===== config.mk =====
export PLATFORM = sky130hd
export DESIGN_NAME = mpcr_regs
export DESIGN_NICKNAME = d
export VERILOG_FILES = /design/src/mpcr_pkg.sv /design/src/mpcr_cfg_if.sv /design/src/mpcr_store.sv /design/src/mpcr_regs.sv
export SDC_FILE = /design/constraint.sdc
export NUM_CORES = 1
export LEC_CHECK = 0
export BUFFER_PORTS_ARGS = -buffer_cell sky130_fd_sc_hd__buf_4
export CAP_MARGIN = 20
export CORE_MARGIN = 4
export CORE_UTILIZATION = 40
export CTS_BUF_LIST = sky130_fd_sc_hd__clkbuf_4 sky130_fd_sc_hd__clkbuf_8
export DETAILED_ROUTE_END_ITERATION = 6
export SYNTH_ARGS = -nofsm -noshare
export SYNTH_HDL_FRONTEND = slang
export SYNTH_SLANG_ARGS = --single-unit

===== constraint.sdc =====
create_clock -name sys_clk_in -period 8.9 [get_ports sys_clk_in]
set_clock_uncertainty 0.05 [all_clocks]
set_input_delay 0.89 -clock sys_clk_in [delete_from_list [all_inputs] [get_ports sys_clk_in]]
set_output_delay 0.89 -clock sys_clk_in [all_outputs]
set_load 0.01 [all_outputs]

===== src/mpcr_pkg.sv =====
package mpcr_pkg;
  // Register word offsets.
  localparam logic [7:0] MPCR_PERI_ADDR = 8'hAA;
  localparam logic [7:0] MPCR_GATE_ADDR = 8'hAC;
  // Reset values.
  localparam logic [31:0] MPCR_PERI_RESET = 32'h40000000;
  localparam logic [31:0] MPCR_GATE_RESET = 32'h10228100;
  // Peripheral word field positions.
  localparam int MPCR_DITHER_OFF_BIT = 30;
  localparam int MPCR_CAP_HI = 25;
  localparam int MPCR_CAP_LO = 22;
  localparam int MPCR_CAP_EN_BIT = 21;
  localparam int MPCR_ROT_HI = 20;
  localparam int MPCR_ROT_LO = 19;
  localparam int MPCR_REV_POLICY_BIT = 18;
  localparam int MPCR_SELF_TEST_BIT = 17;
  localparam int MPCR_GAP_HI = 16;
  localparam int MPCR_GAP_LO = 13;
  localparam int MPCR_MOD_HI = 12;
  localparam int MPCR_MOD_LO = 10;
  localparam int MPCR_RANGE_BIT = 9;
  localparam int MPCR_ALERT_OFF_BIT = 8;
  // Gate-driver word field positions.
  localparam int MPCR_EDGE_HI = 27;
  localparam int MPCR_EDGE_LO = 26;
  localparam int MPCR_OV_LEVEL_BIT = 19;
  localparam int MPCR_OV_GUARD_BIT = 18;
  localparam int MPCR_HEAT_REP_BIT = 16;
  localparam int MPCR_FILT_HI = 13;
  localparam int MPCR_FILT_LO = 12;
  localparam int MPCR_RETRY_BIT = 11;
  localparam int MPCR_OC_THR_BIT = 10;
  localparam int MPCR_OC_RESP_HI = 9;
  localparam int MPCR_OC_RESP_LO = 8;
  localparam int MPCR_GAIN_HI = 1;
  localparam int MPCR_GAIN_LO = 0;
  // Rotation override codes.
  localparam logic [1:0] MPCR_ROT_FWD = 2'h1;
  localparam logic [1:0] MPCR_ROT_REV = 2'h2;
  // Overcurrent response encoding.
  typedef enum logic [1:0] {
    MPCR_OC_LATCH = 2'b00,
    MPCR_OC_RETRY = 2'b01,
    MPCR_OC_REPORT = 2'b10,
    MPCR_OC_IGNORE = 2'b11
  } mpcr_oc_e;
  // Undocumented brake gap code.
  localparam logic [3:0] MPCR_GAP_RSVD = 4'hE;
  // Supply cap in milliamps, brake gap in tenths of a percent.
  localparam int MPCR_CAP_W = 14;
  localparam int MPCR_PCT_W = 10;
endpackage : mpcr_pkg


===== src/mpcr_cfg_if.sv =====
`timescale 1ns/1ps
`default_nettype none
// Register write strobe and both stored words shared inside the bank.
interface mpcr_cfg_if;
  logic wr_en;
  logic [7:0] addr;
  logic [31:0] wdata;
  logic [31:0] peri;
  logic [31:0] gate;
  modport store (input wr_en, input addr, input wdata, output peri, output gate);
  modport user (output wr_en, output addr, output wdata, input peri, input gate);
endinterface : mpcr_cfg_if
`default_nettype wire


===== src/mpcr_store.sv =====
`timescale 1ns/1ps
`default_nettype none
module mpcr_store
  import mpcr_pkg::*;
(
  input wire logic sys_clk_in,
  input wire logic srst_in,
  mpcr_cfg_if.store cfg
);
  typedef struct packed {
    logic [31:0] peri;
    logic [31:0] gate;
  } mpcr_store_s;
  mpcr_store_s st_q;
  mpcr_store_s st_d;

  // Whole-word writes; every bit, check and reserved ones too, reads back as written.
  always_comb begin
    st_d = st_q;
    if (cfg.wr_en && cfg.addr == MPCR_PERI_ADDR) begin
      st_d.peri = cfg.wdata;
    end
    if (cfg.wr_en && cfg.addr == MPCR_GATE_ADDR) begin
      st_d.gate = cfg.wdata;
    end
  end

  // Reset loads documented defaults.
  always_ff @(posedge sys_clk_in) begin
    if (srst_in) begin
      st_q <= '{peri: MPCR_PERI_RESET, gate: MPCR_GATE_RESET};
    end else begin
      st_q <= st_d;
    end
  end

  assign cfg.peri = st_q.peri;
  assign cfg.gate = st_q.gate;
endmodule : mpcr_store
`default_nettype wire


===== src/mpcr_regs.sv =====
// Contract
// - Bit 30 set turns clock dithering off
// - Bits 25-22 select supply draw cap
// - Cap applied only when bit 21 set
// - Bits 20-19 override rotation direction
// - Bit 18 picks reversal policy on change
// - Bit 17 enables power-up self-test
// - Bits 16-13 set brake speed gap
// - Bits 12-10 set brake modulation limit
// - Range bit selects speed input band
// - Bit 8 set disables alert output
// - Gate word at ACh, reset 10228100h
// - Gate word field layout fixed
// - Bits 9-8 choose overcurrent response
// - Fixed gain used only without autogain
// - Peripheral word at AAh, reset 40000000h
`timescale 1ns/1ps
`default_nettype none
module mpcr_regs
  import mpcr_pkg::*;
(
  input wire logic sys_clk_in,
  input wire logic srst_in,
  input wire logic wr_en_in,
  input wire logic rd_en_in,
  input wire logic [7:0] addr_in,
  input wire logic [31:0] wdata_in,
  input wire logic dir_pin_in,
  input wire logic auto_sense_gain_on_in,
  output logic [31:0] rdata_out,
  output logic rvalid_out,
  output logic clock_dithering_out,
  output logic [MPCR_CAP_W-1:0] cap_ma_out,
  output logic cap_active_out,
  output logic rot_acb_out,
  output logic dir_change_out,
  output logic rev_drive_out,
  output logic stop_then_detect_out,
  output logic power_up_check_out,
  output logic [MPCR_PCT_W-1:0] gap_tenth_pct_out,
  output logic gap_reserved_out,
  output logic [6:0] mod_pct_out,
  output logic low_speed_band_out,
  output logic alert_output_on_out,
  output logic [1:0] edge_speed_out,
  output logic overvoltage_level_out,
  output logic overvoltage_guard_on_out,
  output logic heat_warning_report_out,
  output logic [1:0] overcurrent_filter_time_out,
  output logic overcurrent_retry_time_out,
  output logic overcurrent_threshold_out,
  output logic oc_latch_out,
  output logic oc_retry_out,
  output logic oc_report_out,
  output logic sense_gain_fixed_out,
  output logic [1:0] sense_amp_gain_out
);
  mpcr_cfg_if cfg();

  assign cfg.wr_en = wr_en_in;
  assign cfg.addr = addr_in;
  assign cfg.wdata = wdata_in;

  mpcr_store mpcr_store_inst (
    .sys_clk_in(sys_clk_in),
    .srst_in(srst_in),
    .cfg(cfg.store)
  );

  // Supply cap step table in milliamps.
  function automatic logic [MPCR_CAP_W-1:0] cap_ma(input logic [3:0] code);
    case (code)
      4'h0: cap_ma = 14'd125;
      4'h1: cap_ma = 14'd250;
      4'h2: cap_ma = 14'd500;
      4'hE: cap_ma = 14'd7000;
      4'hF: cap_ma = 14'd8000;
      default: cap_ma = 14'(({10'h0, code} - 14'd1) * 14'd500);
    endcase
  endfunction : cap_ma

  // Brake gap table in tenths of a percent; E is unassigned and yields zero.
  function automatic logic [MPCR_PCT_W-1:0] gap_tenth(input logic [3:0] code);
    case (code)
      4'h0: gap_tenth = 10'd25;
      4'hB: gap_tenth = 10'd600;
      4'hC: gap_tenth = 10'd700;
      4'hD: gap_tenth = 10'd800;
      4'hE: gap_tenth = 10'd0;
      4'hF: gap_tenth = 10'd1000;
      default: gap_tenth = 10'({6'h0, code} * 10'd50);
    endcase
  endfunction : gap_tenth

  typedef struct packed {
    logic [31:0] rdata;
    logic rvalid;
    logic dir_eff;
  } mpcr_regs_s;
  mpcr_regs_s st_q;
  mpcr_regs_s st_d;

  logic [1:0] rot_code;
  logic dir_eff;
  logic [2:0] mod_code;
  logic [1:0] oc_code;

  assign rot_code = cfg.peri[MPCR_ROT_HI:MPCR_ROT_LO];
  assign dir_eff = (rot_code == MPCR_ROT_FWD) ? 1'b0 :
                   (rot_code == MPCR_ROT_REV) ? 1'b1 : dir_pin_in;
  assign rot_acb_out = dir_eff;

  // Read mux and direction tracking; unmapped reads return zero.
  always_comb begin
    st_d = st_q;
    st_d.rvalid = rd_en_in;
    st_d.dir_eff = dir_eff;
    if (rd_en_in) begin
      case (addr_in)
        MPCR_PERI_ADDR: st_d.rdata = cfg.peri;
        MPCR_GATE_ADDR: st_d.rdata = cfg.gate;
        default: st_d.rdata = 32'h00000000;
      endcase
    end
  end

  // Direction history seeds from the pin, as the reset word leaves the override off.
  // A constant seed would report a reversal after every reset taken with the pin high.
  // no false change
  always_ff @(posedge sys_clk_in) begin
    if (srst_in) begin
      st_q <= '{rdata: 32'h00000000, rvalid: 1'b0, dir_eff: dir_pin_in};
    end else begin
      st_q <= st_d;
    end
  end

  assign rdata_out = st_q.rdata;
  assign rvalid_out = st_q.rvalid;

  assign dir_change_out = dir_eff ^ st_q.dir_eff;
  assign rev_drive_out = dir_change_out && cfg.peri[MPCR_REV_POLICY_BIT];
  assign stop_then_detect_out = dir_change_out && !cfg.peri[MPCR_REV_POLICY_BIT];

  assign clock_dithering_out = !cfg.peri[MPCR_DITHER_OFF_BIT];
  assign cap_ma_out = cap_ma(cfg.peri[MPCR_CAP_HI:MPCR_CAP_LO]);
  assign cap_active_out = cfg.peri[MPCR_CAP_EN_BIT];
  assign power_up_check_out = cfg.peri[MPCR_SELF_TEST_BIT];
  assign gap_tenth_pct_out = gap_tenth(cfg.peri[MPCR_GAP_HI:MPCR_GAP_LO]);
  assign gap_reserved_out = cfg.peri[MPCR_GAP_HI:MPCR_GAP_LO] == MPCR_GAP_RSVD;
  assign mod_code = cfg.peri[MPCR_MOD_HI:MPCR_MOD_LO];
  assign mod_pct_out = (mod_code == 3'h0) ? 7'd0 : 7'(7'd30 + {4'h0, mod_code} * 7'd10);
  assign low_speed_band_out = cfg.peri[MPCR_RANGE_BIT];
  assign alert_output_on_out = !cfg.peri[MPCR_ALERT_OFF_BIT];

  assign edge_speed_out = cfg.gate[MPCR_EDGE_HI:MPCR_EDGE_LO];
  assign overvoltage_level_out = cfg.gate[MPCR_OV_LEVEL_BIT];
  assign overvoltage_guard_on_out = cfg.gate[MPCR_OV_GUARD_BIT];
  assign heat_warning_report_out = cfg.gate[MPCR_HEAT_REP_BIT];
  assign overcurrent_filter_time_out = cfg.gate[MPCR_FILT_HI:MPCR_FILT_LO];
  assign overcurrent_retry_time_out = cfg.gate[MPCR_RETRY_BIT];
  assign overcurrent_threshold_out = cfg.gate[MPCR_OC_THR_BIT];

  assign oc_code = cfg.gate[MPCR_OC_RESP_HI:MPCR_OC_RESP_LO];
  assign oc_latch_out = oc_code == MPCR_OC_LATCH;
  assign oc_retry_out = oc_code == MPCR_OC_RETRY;
  assign oc_report_out = oc_code != MPCR_OC_IGNORE;

  assign sense_gain_fixed_out = !auto_sense_gain_on_in;
  assign sense_amp_gain_out = cfg.gate[MPCR_GAIN_HI:MPCR_GAIN_LO];
endmodule : mpcr_regs
`default_nettype wire


==> impl_metrics.tcl <==
set metrics [dict create \
    grt_max_degree 99 \
    antenna_left 0 \
    mostFrequentLayoutCell "buf_4" \
    route.detailed.drc 0 \
    setup_viol 0 \
    worstMarginPinSlew_ns 1.01 \
    grtUsageTotal 0.171 \
    grt_first_pass_wirelength_mm 25.2 \
    layout_common_cells "138 x buf_4, 98 x dfxtp_1, 74 x nor2_1" \
    avgSynthCellArea_sq_um 8.70 \
    hold_buffers 0 \
    cts-root-buf "clkbuf_8" \
    slew_headroom 0.324 \
    cts_tree "done" \
    synth_async_sr_flop_share 0 \
    register_area_sq_um 1960 \
    path_class "reg -> out" \
    firstDrtPassIters 4 \
    antenna_cells 0 \
    fin_crit_sh 0.708 \
    gp_congestion 0.878 \
    core_area_sq_um 15200 \
    finish.utilization 0.474 \
    critPathLaunch "mpcr_store_inst.cfg.peri[24]$_SDFFE_PP0P_" \
    start_kind "register" \
    cts.htree.levels 3 \
    synth.distinct_cells 55 \
    cts_buffers 9 \
    die_h_microns 132 \
    drv_slew 0 \
    synth_edf_count 0 \
    p_per_area_nw_per_um2 116 \
    ioPinCount 135 \
    holdCritPathClass "reg -> reg" \
    syn_inst 711 \
    min_period_ns 6.30 \
    synth_nets 816 \
    grt_pass1_vias 5110 \
    synth.cell_area_sq_um 6190 \
    p_leak_nw 3.54 \
    synth_area_leaders "dfxtp_1 32%, mux2i_1 10%, ha_1 9.5%" \
    ctsResizeCount 0 \
    drive_gt1_frac 0.209 \
    fillers 1484 \
    dp_slack_ns 2.97 \
    ys_ff_latch 98 \
    finalNetCount 881 \
    min_from "mpcr_store_inst.cfg.gate[21]$_SDFFE_PP1P_" \
    cts_buffer_depth 2 \
    crit_fanout 16 \
    status "finished, final reports clean" \
    drt_iter0_drc 238 \
    portBuffers 133 \
    cts_sinks 98 \
    max_freq_mhz 159 \
    layout_setup_ws_ns 2.60 \
    overflow 0 \
    synth_warnings 0 \
    fp.dieW_microns 132 \
    syn_to_final_growth_pct 16.5 \
    die_area_sq_um 17500 \
    multiInputGateArea_sq_um 3590 \
    worst-endpoint-arrival_ns 5.36 \
    grt_antenna_before_repair 0 \
    rr_startpoint "mpcr_store_inst.cfg.peri[20]$_SDFFE_PP0P_" \
    crit_required_ns 7.96 \
    ys.flop_type "dfxtp_1" \
    start_util 0.407 \
    holdWs_ns 0.422 \
    insertion_delay_ns 0.35 \
    synth_top_cell_area_share 0.317 \
    wl_per_cell_microns 15.7 \
    p_total_mw 0.838 \
    postCtsSetupRepairBufs 0 \
    vias_per_cell 5.24 \
    hold_viol_final 0 \
    cts.clk_slew.worst_paths_ns 0.09 \
    cap_violations 0 \
    ys_seq_area_frac 0.317 \
    endpoint_kind "output port" \
    fin_setup_tns_ns 0 \
    fp-row-count 45 \
    vdd_drop_max_mv 0.0733 \
    via_count 5075 \
    synth_area_leader_cell "dfxtp_1" \
    dp_hpwl_mm 10.6 \
    finalWirelength_mm 15.2 \
    rsz0062_at_grt "no" \
]
[power by group]
group / leakage (nW) / switching [mW] / internal [mW]
Sequential: 0.790 / 0.000680 / 0.439
Clock: 0.120 / 0.149 / 0.177
Combinational: 2.63 / 0.0405 / 0.0323
[Yosys cell counts (9+ instances only)]
cell      instances
dfxtp_1          98
nor2_1           74
mux2i_1          62
ha_1             47
a21oi_1          42
inv_1            40
nand3_1          40
buf_4            39
clkbuf_1         34
a22o_1           33
nand2b_1         33
nand2_1          32
o21ai_0          21
fa_1             12
xnor2_1          12
nor2b_1           9
[metal layers]
layer	track usage	part of all wire
met4	0.0433	0.011
met1	0.218	0.46
met3	0.0439	0.055
met2	0.288	0.48
met5	0	0
[worst paths after layout]
kind	to	cells past startpoint	slack (ns)
hold / removal	mpcr_store_inst.cfg.gate[21]$_SDFFE_PP1P_	1	0.42
hold reg to reg	mpcr_store_inst.cfg.gate[21]$_SDFFE_PP1P_	1	0.42
setup reg to reg	st_q[0]$_DFF_P_	3	7.69
setup / recovery	cap_ma_out[13]	16	2.60
[critical path, stage by stage (launching register included)]
cell and delay (ns):
dfxtp_1 0.63, inv_1 0.16, ha_1 0.22, a21boi_0 0.24
xor2_1 0.45, fa_1 0.51, ha_1 0.29, inv_1 0.05
fa_1 0.54, inv_1 0.06, fa_1 0.45, ha_1 0.23
or4_1 0.51, a21o_1 0.18, a21bo_2 0.21, mux2i_1 0.13
buf_4 0.14
[area by class of cell]
| type | count | share of cell area |
|---|---|---|
| Clock buffer | 12 | 0.0220 |
| Tap cell | 188 | 0.0326 |
| Clock inverter | 4 | 0.0102 |
| Inverter | 41 | 0.0220 |
| Multi-Input combinational cell | 488 | 0.497 |
| Timing Repair Buffer | 138 | 0.144 |
| Sequential cell | 98 | 0.272 |
[state kept, by name, summed over array words and instances (netlist names)]
register	count
mpcr_store_inst.cfg.gate	32
mpcr_store_inst.cfg.peri	32
rdata_out	32
rvalid_out	1
st_q	1
[cells by family after synthesis]
kind of cell,count (synthesis),share of synthesized area
simple gates,213,0.168
compound gates,135,0.150
buf+inv,125,0.104
flops,98,0.317
mux,63,0.102
fa+ha+maj,59,0.134
xor+xnor,17,0.0241
other cells,1,0.000606
[per-stage QoR]
stage | instances | area (sq um)
after floorplan | 711 | 6190
after global placement | 953 | 6980
after detailed placement | 953 | 6980
after CTS | 969 | 7210
after global routing | 969 | 7210
final | 969 | 7210
No activity file was read; power rests on OpenSTA's default activity.
